--- config.mk ---
export PLATFORM = sky130hd
export DESIGN_NAME = fdc_auto_powerdown_control
export DESIGN_NICKNAME = d
export VERILOG_FILES = /design/src/hdl/fdc_pwr_pkg.sv /design/src/hdl/fdc_auto_powerdown_control.sv
export SDC_FILE = /design/constraint.sdc
export NUM_CORES = 1
export LEC_CHECK = 0
export BUFFER_PORTS_ARGS = -buffer_cell sky130_fd_sc_hd__buf_2
export CORE_UTILIZATION = 53
export CTS_CLUSTER_DIAMETER = 40
export CTS_CLUSTER_SIZE = 16
export DETAILED_ROUTE_END_ITERATION = 8
export PLACE_DENSITY = 0.86
export SLEW_MARGIN = 40
export SYNTH_ARGS = -nofsm -noshare
export SYNTH_HDL_FRONTEND = slang
export SYNTH_SLANG_ARGS = --single-unit
--- constraint.sdc ---
create_clock -name clk_i -period 4.1 [get_ports clk_i]
set_input_delay 0.82 -clock clk_i [delete_from_list [all_inputs] [get_ports clk_i]]
set_output_delay 0.82 -clock clk_i [all_outputs]
set_load 0.02 [all_outputs]
--- src/hdl/fdc_pwr_pkg.sv ---
// Constants for the disk controller auto powerdown block
package fdc_pwr_pkg;
    // ****************************************
    // Register indices (byte address divided by four)
    // ****************************************
    localparam logic [7:0] IDX_STATUS_A = 8'h00;
    localparam logic [7:0] IDX_STATUS_B = 8'h01;
    localparam logic [7:0] IDX_DIGITAL_OUTPUT = 8'h02;
    localparam logic [7:0] IDX_RATE_MAIN = 8'h04;
    localparam logic [7:0] IDX_DATA_PORT = 8'h05;
    localparam logic [7:0] IDX_DIN_RATE_CFG = 8'h07;
    localparam logic [7:0] IDX_AUTO_POWER_CFG = 8'h08;
    localparam logic [7:0] IDX_POWER_STATUS = 8'h09;
    localparam logic [7:0] IDX_CORE_STATUS = 8'h0a;
    // ****************************************
    // Field positions and values
    // ****************************************
    localparam int AUTO_EN_BIT = 0;
    localparam int DOR_RESET_N_BIT = 2;
    localparam int DOR_MOTOR_LSB = 4;
    localparam int DOR_MOTOR_W = 4;
    localparam int DSR_RESET_BIT = 7;
    localparam int DSR_PWRDN_BIT = 6;
    localparam logic [7:0] MSR_IDLE = 8'h80;
    localparam logic [7:0] DOR_RESET_VAL = 8'h00;
    localparam logic [7:0] DSR_RESET_VAL = 8'h02;
    localparam logic [7:0] CCR_RESET_VAL = 8'h02;
    localparam logic [7:0] CFG_RESET_VAL = 8'h00;
    // ****************************************
    // Timing
    // ****************************************
    localparam int CLK_HZ = 10000000;
    localparam int IDLE_TIME_MS = 10;
    localparam int IDLE_CYCLES = (CLK_HZ / 1000) * IDLE_TIME_MS;
    // ****************************************
    // AXI responses
    // ****************************************
    localparam logic [1:0] RESP_OKAY = 2'b00;
    localparam logic [1:0] RESP_SLVERR = 2'b10;
    // Power states
    typedef enum logic [2:0] {
        PWR_AWAKE = 3'b001,
        PWR_AUTO_DOWN = 3'b010,
        PWR_REQ_DOWN = 3'b100
    } pwr_state_e;
endpackage

--- src/hdl/fdc_auto_powerdown_control.sv ---
// Auto powerdown and wake control of the disk controller with AXI4-Lite registers
//
// Implementation choice: register access over AXI4-Lite.
`timescale 1ns/1ps
// Notes on behaviour
// [RULE1] Auto powerdown allowed only while auto enable bit 0 is set.
// [RULE2] All motor enable bits of digital output must be zero.
// [RULE3] Main status must equal 80h and core interrupt must be low.
// [RULE4] Head unload timer must have expired.
// [RULE5] Dedicated 10 ms idle timer must have run out.
// [RULE6] Idle timer starts as soon as auto enable is set.
// [RULE7] Power down only when all four conditions hold together.
// [RULE8] Clearing enable cancels timer and keeps block awake.
// [RULE9] Host waits 8 us after auto wake before commands.
// [RULE10] After requested powerdown host waits 8 us or 4 us by rate.
// [RULE11] Rate register powerdown overrides auto; auto resumes after its wake.
// [RULE12] Reset pin or soft reset bits wake with full reset sequence.
// [RULE13] Register access wake keeps all state.
// [RULE14] Setting a motor bit wakes; reading digital output does not.
// [RULE15] Main status read or data port access wakes.
// [RULE16] After wake the idle timer restarts.
// [RULE17] Non-waking registers served while down, writes retained.
// [RULE18] Digital output or rate writes wake only with motor or reset.
// [RULE19] Host bus stays functional during powerdown.
// [RULE20] Motor0, select0, write data, write gate tristated while down.
// [RULE21] One powerdown output gates core clocks and drive enables.
module fdc_auto_powerdown_control #(
    parameter int IDLE_COUNT = fdc_pwr_pkg::IDLE_CYCLES
) (
    input wire logic clk_i, // System clock
    input wire logic reset_i, // Synchronous reset, high
    input wire logic hw_reset_i, // Hardware reset pin, high
    input wire logic [7:0] awaddr_i, // Write address
    input wire logic awvalid_i, // Write address valid
    output logic awready_o, // Write address ready
    input wire logic [31:0] wdata_i, // Write data
    input wire logic [3:0] wstrb_i, // Write strobes
    input wire logic wvalid_i, // Write data valid
    output logic wready_o, // Write data ready
    output logic [1:0] bresp_o, // Write response
    output logic bvalid_o, // Write response valid
    input wire logic bready_i, // Write response ready
    input wire logic [7:0] araddr_i, // Read address
    input wire logic arvalid_i, // Read address valid
    output logic arready_o, // Read address ready
    output logic [31:0] rdata_o, // Read data
    output logic [1:0] rresp_o, // Read response
    output logic rvalid_o, // Read data valid
    input wire logic rready_i, // Read data ready
    input wire logic [7:0] core_main_status_i, // Core main status
    input wire logic core_int_i, // Core interrupt, high
    input wire logic head_unloaded_i, // Head unload timer expired
    input wire logic [7:0] core_status_a_i, // Core status A
    input wire logic [7:0] core_status_b_i, // Core status B
    input wire logic [7:0] core_digital_in_i, // Core digital input
    input wire logic [7:0] core_data_rd_i, // Core data byte for reads
    output logic core_data_wr_o, // Data port write pulse
    output logic core_data_rd_o, // Data port read pulse
    output logic [7:0] core_data_wdata_o, // Data port write byte
    output logic core_soft_reset_o, // Full reset sequence pulse
    output logic [7:0] digital_output_o, // Digital output value
    output logic [7:0] data_rate_o, // Data rate select value
    output logic [7:0] rate_config_o, // Rate config value
    output logic powered_down_o, // Core in powerdown, high
    input wire logic motor0_on_n_i, // Core motor 0
    input wire logic drive0_select_n_i, // Core drive select 0
    input wire logic write_bitstream_n_i, // Core write data
    input wire logic write_gate_n_i, // Core write gate
    output logic motor0_on_n_o, // Motor 0 pin out
    output logic motor0_on_n_oe_o, // Motor 0 pin enable
    output logic drive0_select_n_o, // Drive select 0 pin out
    output logic drive0_select_n_oe_o, // Drive select 0 enable
    output logic write_bitstream_n_o, // Write data pin out
    output logic write_bitstream_n_oe_o, // Write data enable
    output logic write_gate_n_o, // Write gate pin out
    output logic write_gate_n_oe_o // Write gate enable
);
    import fdc_pwr_pkg::*;

    // ****************************************
    // Declarations
    // ****************************************
    localparam int CW = $clog2(IDLE_COUNT + 1);
    logic [2:0] hwr_sync_reg;
    logic hwr_level_reg;
    logic [7:0] aw_addr_reg, ar_addr_reg;
    logic aw_full_reg, w_full_reg, ar_full_reg;
    logic [31:0] w_data_reg;
    logic [3:0] w_strb_reg;
    logic bvalid_reg, rvalid_reg;
    logic [1:0] bresp_reg, rresp_reg;
    logic [31:0] rdata_reg;
    logic [7:0] digital_output_reg, data_rate_reg, rate_config_reg, auto_power_config_reg;
    logic data_wr_reg, data_rd_reg, soft_reset_reg;
    logic [7:0] data_wdata_reg;
    logic [CW-1:0] idle_cnt_reg, idle_cnt_next;
    pwr_state_e state_reg, state_next;

    // Register index of a byte address, valid only when word aligned
    function automatic logic [7:0] word_index(input logic [7:0] a);
        word_index = {2'b00, a[7:2]};
    endfunction

    // ****************************************
    // Pin input synchroniser for hardware reset
    // ****************************************
    always_ff @(posedge clk_i) begin
        hwr_sync_reg <= {hwr_sync_reg[1:0], hw_reset_i};
        if (reset_i) begin
            hwr_level_reg <= 1'b0;
        end else if (hwr_sync_reg[1] == hwr_sync_reg[2]) begin
            hwr_level_reg <= hwr_sync_reg[2];
        end
    end

    // ****************************************
    // Write channel decode
    // ****************************************
    wire do_write = aw_full_reg && w_full_reg && !bvalid_reg;
    wire [7:0] w_idx = word_index(aw_addr_reg);
    wire w_aligned = (aw_addr_reg[1:0] == 2'b00);
    wire w_lane0 = w_strb_reg[0];
    wire [7:0] w_byte = w_data_reg[7:0];
    wire wr_dor = do_write && w_aligned && w_lane0 && (w_idx == IDX_DIGITAL_OUTPUT);
    wire wr_dsr = do_write && w_aligned && w_lane0 && (w_idx == IDX_RATE_MAIN);
    wire wr_data = do_write && w_aligned && w_lane0 && (w_idx == IDX_DATA_PORT);
    wire wr_ccr = do_write && w_aligned && w_lane0 && (w_idx == IDX_DIN_RATE_CFG);
    wire wr_cfg = do_write && w_aligned && w_lane0 && (w_idx == IDX_AUTO_POWER_CFG);
    wire w_known = w_aligned && ((w_idx == IDX_DIGITAL_OUTPUT) || (w_idx == IDX_RATE_MAIN)
        || (w_idx == IDX_DATA_PORT) || (w_idx == IDX_DIN_RATE_CFG)
        || (w_idx == IDX_AUTO_POWER_CFG));

    // ****************************************
    // Read channel decode
    // ****************************************
    wire do_read = ar_full_reg && !rvalid_reg;
    wire [7:0] r_idx = word_index(ar_addr_reg);
    wire r_aligned = (ar_addr_reg[1:0] == 2'b00);
    wire rd_msr = do_read && r_aligned && (r_idx == IDX_RATE_MAIN);
    wire rd_data = do_read && r_aligned && (r_idx == IDX_DATA_PORT);
    logic [7:0] r_byte;
    logic r_known;
    always_comb begin
        r_byte = 8'h00;
        r_known = r_aligned;
        case (r_idx)
            IDX_STATUS_A: r_byte = core_status_a_i;
            IDX_STATUS_B: r_byte = core_status_b_i;
            IDX_DIGITAL_OUTPUT: r_byte = digital_output_reg;
            IDX_RATE_MAIN: r_byte = core_main_status_i;
            IDX_DATA_PORT: r_byte = core_data_rd_i;
            IDX_DIN_RATE_CFG: r_byte = core_digital_in_i;
            IDX_AUTO_POWER_CFG: r_byte = auto_power_config_reg;
            IDX_POWER_STATUS: r_byte = {5'h00, state_reg};
            IDX_CORE_STATUS: r_byte = {4'h0, head_unloaded_i, core_int_i,
                (idle_cnt_reg == CW'(0)), 1'b0};
            default: r_known = 1'b0;
        endcase
    end

    // ****************************************
    // AXI handshakes, one write and one read at a time
    // ****************************************
    assign awready_o = !aw_full_reg; // [RULE19]
    assign wready_o = !w_full_reg;
    assign arready_o = !ar_full_reg;
    assign bvalid_o = bvalid_reg;
    assign bresp_o = bresp_reg;
    assign rvalid_o = rvalid_reg;
    assign rresp_o = rresp_reg;
    assign rdata_o = rdata_reg;

    // Address and data holding registers
    always_ff @(posedge clk_i) begin
        if (reset_i) begin
            aw_full_reg <= 1'b0;
            w_full_reg <= 1'b0;
            ar_full_reg <= 1'b0;
            aw_addr_reg <= 8'h00;
            ar_addr_reg <= 8'h00;
            w_data_reg <= 32'h0000_0000;
            w_strb_reg <= 4'h0;
        end else begin
            if (awvalid_i && awready_o) begin
                aw_full_reg <= 1'b1;
                aw_addr_reg <= awaddr_i;
            end else if (do_write) begin
                aw_full_reg <= 1'b0;
            end
            if (wvalid_i && wready_o) begin
                w_full_reg <= 1'b1;
                w_data_reg <= wdata_i;
                w_strb_reg <= wstrb_i;
            end else if (do_write) begin
                w_full_reg <= 1'b0;
            end
            if (arvalid_i && arready_o) begin
                ar_full_reg <= 1'b1;
                ar_addr_reg <= araddr_i;
            end else if (do_read) begin
                ar_full_reg <= 1'b0;
            end
        end
    end

    // Responses
    always_ff @(posedge clk_i) begin
        if (reset_i) begin
            bvalid_reg <= 1'b0;
            bresp_reg <= RESP_OKAY;
            rvalid_reg <= 1'b0;
            rresp_reg <= RESP_OKAY;
            rdata_reg <= 32'h0000_0000;
        end else begin
            if (do_write) begin
                bvalid_reg <= 1'b1;
                bresp_reg <= w_known ? RESP_OKAY : RESP_SLVERR;
            end else if (bready_i) begin
                bvalid_reg <= 1'b0;
            end
            if (do_read) begin
                rvalid_reg <= 1'b1;
                rresp_reg <= r_known ? RESP_OKAY : RESP_SLVERR;
                rdata_reg <= {24'h000000, r_byte};
            end else if (rready_i) begin
                rvalid_reg <= 1'b0;
            end
        end
    end

    // ****************************************
    // Wake and reset causes
    // ****************************************
    wire dor_motor_set = wr_dor && (w_byte[DOR_MOTOR_LSB +: DOR_MOTOR_W] != 4'h0); // [RULE14]
    wire dor_soft_reset = wr_dor && !w_byte[DOR_RESET_N_BIT];
    wire dsr_soft_reset = wr_dsr && w_byte[DSR_RESET_BIT];
    wire full_reset = hwr_level_reg || dor_soft_reset || dsr_soft_reset; // [RULE12]
    // These accesses wake, as do the reset writes above; other register writes do not wake
    wire access_wake = dor_motor_set || rd_msr || rd_data || wr_data; // [RULE15] [RULE18]
    wire wake = access_wake || full_reset;
    wire dsr_down_req = wr_dsr && w_byte[DSR_PWRDN_BIT] && !w_byte[DSR_RESET_BIT];

    // ****************************************
    // Host visible registers, retained while down
    // ****************************************
    always_ff @(posedge clk_i) begin
        if (reset_i || hwr_level_reg) begin
            digital_output_reg <= DOR_RESET_VAL;
            data_rate_reg <= DSR_RESET_VAL;
            rate_config_reg <= CCR_RESET_VAL;
        end else begin
            if (wr_dor) begin
                digital_output_reg <= w_byte; // [RULE17]
            end
            if (wr_dsr) begin
                data_rate_reg <= w_byte; // [RULE17]
            end else if (state_reg == PWR_REQ_DOWN && wake) begin
                data_rate_reg[DSR_PWRDN_BIT] <= 1'b0;
            end
            if (wr_ccr) begin
                rate_config_reg <= w_byte; // [RULE17]
            end
        end
    end

    // Configuration register is not touched by the drive reset
    always_ff @(posedge clk_i) begin
        if (reset_i) begin
            auto_power_config_reg <= CFG_RESET_VAL;
        end else if (wr_cfg) begin
            auto_power_config_reg <= w_byte;
        end
    end

    // Core strobes
    always_ff @(posedge clk_i) begin
        if (reset_i) begin
            data_wr_reg <= 1'b0;
            data_rd_reg <= 1'b0;
            soft_reset_reg <= 1'b0;
            data_wdata_reg <= 8'h00;
        end else begin
            data_wr_reg <= wr_data;
            data_rd_reg <= rd_data;
            soft_reset_reg <= full_reset;
            if (wr_data) begin
                data_wdata_reg <= w_byte;
            end
        end
    end

    // ****************************************
    // Idle timer and power state machine
    // ****************************************
    wire auto_en = auto_power_config_reg[AUTO_EN_BIT]; // [RULE1]
    wire motors_off = (digital_output_reg[DOR_MOTOR_LSB +: DOR_MOTOR_W] == 4'h0); // [RULE2]
    wire core_idle = (core_main_status_i == MSR_IDLE) && !core_int_i; // [RULE3]
    wire timer_done = (idle_cnt_reg == CW'(0)); // [RULE5]
    wire all_met = auto_en && motors_off && core_idle && head_unloaded_i // [RULE4]
        && timer_done; // [RULE7]

    // Timer reloads while disabled or on any wake, then counts down
    always_comb begin
        idle_cnt_next = idle_cnt_reg;
        if (!auto_en || wake) begin
            idle_cnt_next = CW'(IDLE_COUNT); // [RULE8] [RULE16]
        end else if (!timer_done) begin
            idle_cnt_next = idle_cnt_reg - CW'(1); // [RULE6]
        end
    end

    // Next power state
    always_comb begin
        state_next = state_reg;
        case (state_reg)
            PWR_AWAKE: begin
                if (dsr_down_req) begin
                    state_next = PWR_REQ_DOWN;
                end else if (all_met && !wake) begin
                    state_next = PWR_AUTO_DOWN;
                end
            end
            PWR_AUTO_DOWN: begin
                if (dsr_down_req) begin
                    state_next = PWR_REQ_DOWN; // [RULE11]
                end else if (wake || !auto_en) begin
                    state_next = PWR_AWAKE; // [RULE13] [RULE8]
                end
            end
            PWR_REQ_DOWN: begin
                if (wake) begin
                    state_next = PWR_AWAKE; // [RULE11]
                end
            end
            default: state_next = PWR_AWAKE;
        endcase
    end

    // State and timer registers
    always_ff @(posedge clk_i) begin
        if (reset_i) begin
            state_reg <= PWR_AWAKE;
            idle_cnt_reg <= CW'(IDLE_COUNT);
        end else begin
            state_reg <= state_next;
            idle_cnt_reg <= idle_cnt_next;
        end
    end

    // ****************************************
    // Outputs to core and drive pins
    // ****************************************
    assign powered_down_o = (state_reg != PWR_AWAKE); // [RULE21]
    assign core_data_wr_o = data_wr_reg;
    assign core_data_rd_o = data_rd_reg;
    assign core_data_wdata_o = data_wdata_reg;
    assign core_soft_reset_o = soft_reset_reg;
    assign digital_output_o = digital_output_reg;
    assign data_rate_o = data_rate_reg;
    assign rate_config_o = rate_config_reg;
    assign motor0_on_n_o = motor0_on_n_i;
    assign drive0_select_n_o = drive0_select_n_i;
    assign write_bitstream_n_o = write_bitstream_n_i;
    assign write_gate_n_o = write_gate_n_i;
    // Drive pins released while down
    assign motor0_on_n_oe_o = !powered_down_o; // [RULE20]
    assign drive0_select_n_oe_o = !powered_down_o; // [RULE20]
    assign write_bitstream_n_oe_o = !powered_down_o; // [RULE20]
    assign write_gate_n_oe_o = !powered_down_o; // [RULE20]
endmodule

# [Word-level counts from Yosys, hierarchy flattened]
# Cells that the tools add are included.
# Widths: inputs -> output; s select.
[word_totals] regBits=109 in_bits=106 word_cells=136
[classes] n_addsub=1 eq_ne=22 n_mux=21 n_reduce_logical=67
[ops] op="$pmux 8 s9" n=1
[ops] op="$eq 6x3->1 const B" n=6
[ops] op="$logic_and 1x1->1" n=29
[ops] op="$eq 6x4->1 const B" n=4
[ops] op="$logic_not 17->1" n=1
[ops] op="$sub 17x1->17 const B" n=1
[ops] op="$mux 3" n=5
[ops] op="$eq 6x2->1 const B" n=2
[ops] op="$logic_or 1x1->1" n=12
[ops] op="$mux 1" n=12
[ops] op="$reduce_bool 2->1" n=6
[ops] op="$logic_not 1->1" n=11
[ops] op="$pmux 3 s3" n=1
[ops] op="$reduce_or 9->1" n=1
[ops] op="$eq 8x8->1 const B" n=1
[ops] op="$logic_not 8->1" n=1
[ops] op="$eq 6x1->1 const B" n=1
[ops] op="$ne 3x3->1 const B" n=2
[ops] op="$logic_not 2->1" n=2
[ops] op="$logic_not 4->1" n=1
[ops] op="$mux 2" n=2
[ops] op="$reduce_bool 4->1" n=1
[ops] op="$eq 3x1->1 const B" n=1
[ops] op="$eq 3x2->1 const B" n=1
[ops] op="other kinds (6)" n=6

# [Depth between registers and ports, before layout]
[depth] word_depth=15 ltp_mapped=8

# [Worst setup path after synthesis]
# Ideal clock, no wire load.
[synth_path] kind="reg-to-reg" from="reg ar_addr_reg[5]" to="reg idle_cnt_reg[1]" arrival_time_ps=2112 required_time_ps=3971 slack_ps=1860 path_stages_with_launch=9 n_path_buf=3 period_less_slack_ps=2240 cell_sequence="dfxtp_1 buf_6 or4b_1 buf_2 or4_4 o221a_4 nand4b_4 buf_6 a211oi_1"
[synth_via] elab_chain_cells=8 word_cells_on_any_way=10 classes_between="2 x eq/ne; 8 x reduce/logical"
[synth_lines] item="start, declared" line_no="fdc_auto_powerdown_control.sv:86" text="logic [7:0] aw_addr_reg, ar_addr_reg;"
[synth_lines] item="start signal, assigned" line_no="fdc_auto_powerdown_control.sv:199" text="ar_addr_reg <= araddr_i;"
[synth_lines] item="$eq 6x3->1" line_no="fdc_auto_powerdown_control.sv:139" text="wire rd_msr = do_read && r_aligned && (r_idx == IDX_RATE_MAIN);"
[synth_lines] item="$logic_and 1x1->1" line_no="fdc_auto_powerdown_control.sv:139"
[synth_lines] item="$logic_or 1x1->1" line_no="fdc_auto_powerdown_control.sv:239" text="wire access_wake = dor_motor_set || rd_msr || rd_data || wr_data;"
[synth_lines] item="$logic_or 1x1->1 * (2 in series)" line_no="fdc_auto_powerdown_control.sv:239"
[synth_lines] item="$logic_or 1x1->1 *" line_no="fdc_auto_powerdown_control.sv:240" text="wire wake = access_wake || full_reset;"
[synth_lines] item="$logic_or 1x1->1 *" line_no="fdc_auto_powerdown_control.sv:305" text="if (!auto_en || wake) begin"
[synth_lines] item="$reduce_or 2->1 (no line) *"
[synth_lines] item="end signal, assigned" line_no="fdc_auto_powerdown_control.sv:343" text="idle_cnt_reg <= CW'(IDLE_COUNT);"
[synth_lines] item="end signal, assigned" line_no="fdc_auto_powerdown_control.sv:346" text="idle_cnt_reg <= idle_cnt_next;"
[synth_lines] item="end, declared" line_no="fdc_auto_powerdown_control.sv:96" text="logic [CW-1:0] idle_cnt_reg, idle_cnt_next;"
# Mark *: on every way between the ends. The rest lies on a longest branch, timed or not.
# A chain may end at the register's enable or synchronous reset.

# [Final worst setup path]
[layout_path] from="reg idle_cnt_reg[8]" to="reg state_reg[1]"
[layout_via] elab_chain_cells=5
[layout_lines] item="$logic_not 17->1" line_no="fdc_auto_powerdown_control.sv:298" text="wire timer_done = (idle_cnt_reg == CW'(0));"
[layout_lines] item="$logic_and 1x1->1" line_no="fdc_auto_powerdown_control.sv:300" text="&& timer_done;"
[layout_lines] item="$logic_and 1x1->1" line_no="fdc_auto_powerdown_control.sv:319" text="end else if (all_met && !wake) begin"
[layout_lines] item="$ne 3x3->1 (no line)"
[layout_lines] item="$reduce_and 3->1 (no line)"
[layout_lines] item="end signal, assigned" line_no="fdc_auto_powerdown_control.sv:345" text="state_reg <= state_next;"
[layout_lines] item="end, declared" line_no="fdc_auto_powerdown_control.sv:97" text="pwr_state_e state_reg, state_next;"
# Every way passes these cells.

==> results_dict.tcl <==
set metrics [dict create \
    power.combinational.fraction_pct 11.6 \
    tritoncts "done" \
    hold_end "hwr_sync_reg[1]" \
    drtIter0Drc 254 \
    vias 4488 \
    cp-start-kind "flop" \
    critical_path_arrival_ps 2830 \
    critPathKind "flop to flop" \
    ys_warn_count 0 \
    p_seq_share_pct 53.4 \
    path_max_fanout 7 \
    finalHoldViolCount 0 \
    dp_cells 801 \
    cp-end-kind "flop" \
    hold_class "flop to flop" \
    antennaDiodeCount 0 \
    placed_area_um2 5570 \
    p_sw_mw 0.582 \
    setup_tns_ps 0 \
    post_cts_resized 0 \
    setup_viol 0 \
    fin_ws_ps 1500 \
    intPower_mw 1.48 \
    ant_nets 0 \
    final_cells 817 \
    io_pins 191 \
    grt_pass1_wl_mm 19.9 \
    status "finished, final reports clean" \
    cts.sinks 107 \
    multi_input_area_um2 2590 \
    cp.required_ps 4340 \
    synth_seq_cells 107 \
    wire_per_inst_um 15.2 \
    grt_max_degree 40 \
    max_freq_mhz 385 \
    final.min_clock_period_ps 2600 \
    synth-main-ff-cell "dfxtp_1" \
    htree_levels 3 \
    irDropWorstVdd_uv 257 \
    largest_reg_flops 17 \
    rsz0062_at_grt "false" \
    min_path_cells 0 \
    die_w_um 99.5 \
    synthDistinctLibCells 56 \
    dp_hpwl_mm 9.34 \
    drv_slew 0 \
    row_count 35 \
    period_share_pct 63.3 \
    slew_headroom_pct 49.4 \
    remaining_drc_errors 0 \
    synth_seq_area_share_pct 42.5 \
    post-cts-setup-buffers 0 \
    rr_worst_depth 5 \
    timing.rr.start "idle_cnt_reg[8]" \
    layout-drive-gt1-share_pct 24.1 \
    dp_slack_ps 1550 \
    rr_endpoint "state_reg[1]" \
    core_area_um2 9240 \
    avgSynthCellArea_um2 8.70 \
    synth-async-reset-ratio_pct 0 \
    clock_skew_ps 15.7 \
    gp_congestion 0.955 \
    synthToLayoutAreaGrowth_pct 15.5 \
    cts_hold_buf 0 \
    seqCellArea_um2 2140 \
    grtUsageTotal_pct 25.1 \
    die-area_um2 9900 \
    initial_utilization_pct 54.5 \
    gr-total-overflow 0 \
    n_fill_cell 764 \
    p_sw_share_pct 28.2 \
    powerDensity_nw_per_um2 355 \
    power.share.clock_pct 35.0 \
    clk_latency_ps 390 \
    stdcell_area_um2 5810 \
    worst_slew_pin_slew_ps 758 \
    netlist_area_um2 5040 \
    cts_buffers 9 \
    hold_start "hwr_sync_reg[0]" \
    synth_edf_count 0 \
    vias_per_cell 5.49 \
    reg2reg_slack_ps 1500 \
    clkTransAtPathRegs_ps 120 \
    finalNetCount 791 \
    leakage_nw 2.57 \
    root_buffer "clkbuf_8" \
    maxCapViolCount 0 \
    drtPass1Iterations 5 \
    io_buffers 129 \
    synth_cells 579 \
    cts_buffer_depth 2 \
    antenna_found_initial 0 \
    wirelength_mm 12.4 \
    power_mw 2.06 \
    fp.dieH_um 99.5 \
    grt_pass1_vias 4138 \
]
[cell usage after synthesis (6+ instances only)]
library cell	number	area [um2]
nand2b_1	13	81.3
o22ai_1	6	37.5
nor2_1	77	289
nor3_1	18	90.1
dfxtp_1	107	2140
clkbuf_1	23	86.3
a21oi_1	36	180
mux2_2	9	101
nand3_1	13	65.1
nand2_1	69	259
nor2b_1	11	68.8
a22oi_1	8	60.1
buf_4	33	248
xnor2_1	7	61.3
mux2i_1	49	490
xor2_1	7	61.3
nor4_1	10	62.6
nor4b_1	7	61.3
inv_1	8	30.0
[cells by family after synthesis]
| kind of cell | synth area share, % |
|---|---|
| compound gates | 10.9 |
| xor+xnor | 2.43 |
| fa+ha+maj | 0.497 |
| buf+inv | 8.10 |
| flops | 42.5 |
| mux | 12.2 |
| other cells | 0.0745 |
| simple gates | 23.3 |
[power by group through the flow]
stage               Sequential, mW  Combinational (mW)  Clock [mW]
floorplan                     1.12               0.184           0
detailed placement            1.13               0.234           0
global route                  1.11               0.260       0.767
global placement              1.12               0.229           0
CTS                           1.10               0.235       0.723
finish                        1.10               0.239       0.722
[layout make-up]
type,count,share of cell area (%)
clock buffers,10,2.37
inverters,8,0.516
repair buffers,131,11.4
well taps,129,2.78
flip-flops and latches,107,36.8
multi-input cells,426,44.5
clock inverters,6,1.61
[worst max path at each step]
stage | startpoint | cells after the start | end | slack [ps]
after CTS | idle_cnt_reg[8] | 5 | state_reg[1] | 1520
after global placement | aw_addr_reg[4] | 5 | idle_cnt_reg[0] | 1720
final | idle_cnt_reg[8] | 5 | state_reg[1] | 1500
after floorplan | ar_addr_reg[5] | 8 | idle_cnt_reg[1] | 1860
after detailed placement | idle_cnt_reg[8] | 5 | state_reg[1] | 1550
after global routing | idle_cnt_reg[8] | 5 | state_reg[1] | 1230
[per-stage QoR]
step,util [%],hold WS (ps)
after floorplan,-,310
after global placement,60.3,315
after detailed placement,60.3,330
after CTS,62.8,345
after global routing,62.9,348
final,62.9,346
[metal layers]
layer / track usage [%] / share of wire (%) / vias to the layer above
li1: - / - / 2169
met1: 31.7 / 42 / 2084
met2: 42.2 / 48 / 206
met3: 5.48 / 7.8 / 29
met4: 9.28 / 2.5 / 0
met5: 0 / 0 / -
[worst max-delay path, stage by stage, from the launching register on]
cell       delay [ps]
dfxtp_1           360
nor4_1            650
nand4_1           460
nor3_1            410
nand2_1            90
a2111oi_0         480
[cell usage in the layout (no fill, tap or decap), types with 2 or more instances in the layout]
master / n
buf_2: 129
dfxtp_1: 107
nor2_1: 77
nand2_1: 69
mux2i_1: 49
a21oi_1: 36
conb_1: 26
nor3_1: 18
nand2b_1: 13
nand3_1: 13
nor2b_1: 10
nor4_1: 10
clkbuf_8: 10
mux2_2: 9
inv_1: 8
a22oi_1: 8
xnor2_1: 7
xor2_1: 7
nor4b_1: 6
o22ai_1: 6
nand4_1: 5
a2bb2oi_1: 5
a211oi_1: 5
o21ai_0: 4
nand3b_1: 4
a2111oi_0: 3
o31ai_1: 3
or2_2: 2
nor3b_1: 2
and3_1: 2
or3_1: 2
ha_1: 2
inv_8: 2
clkinv_8: 2
buf_4: 2
Note: power is estimated with default switching activity, not from simulation.
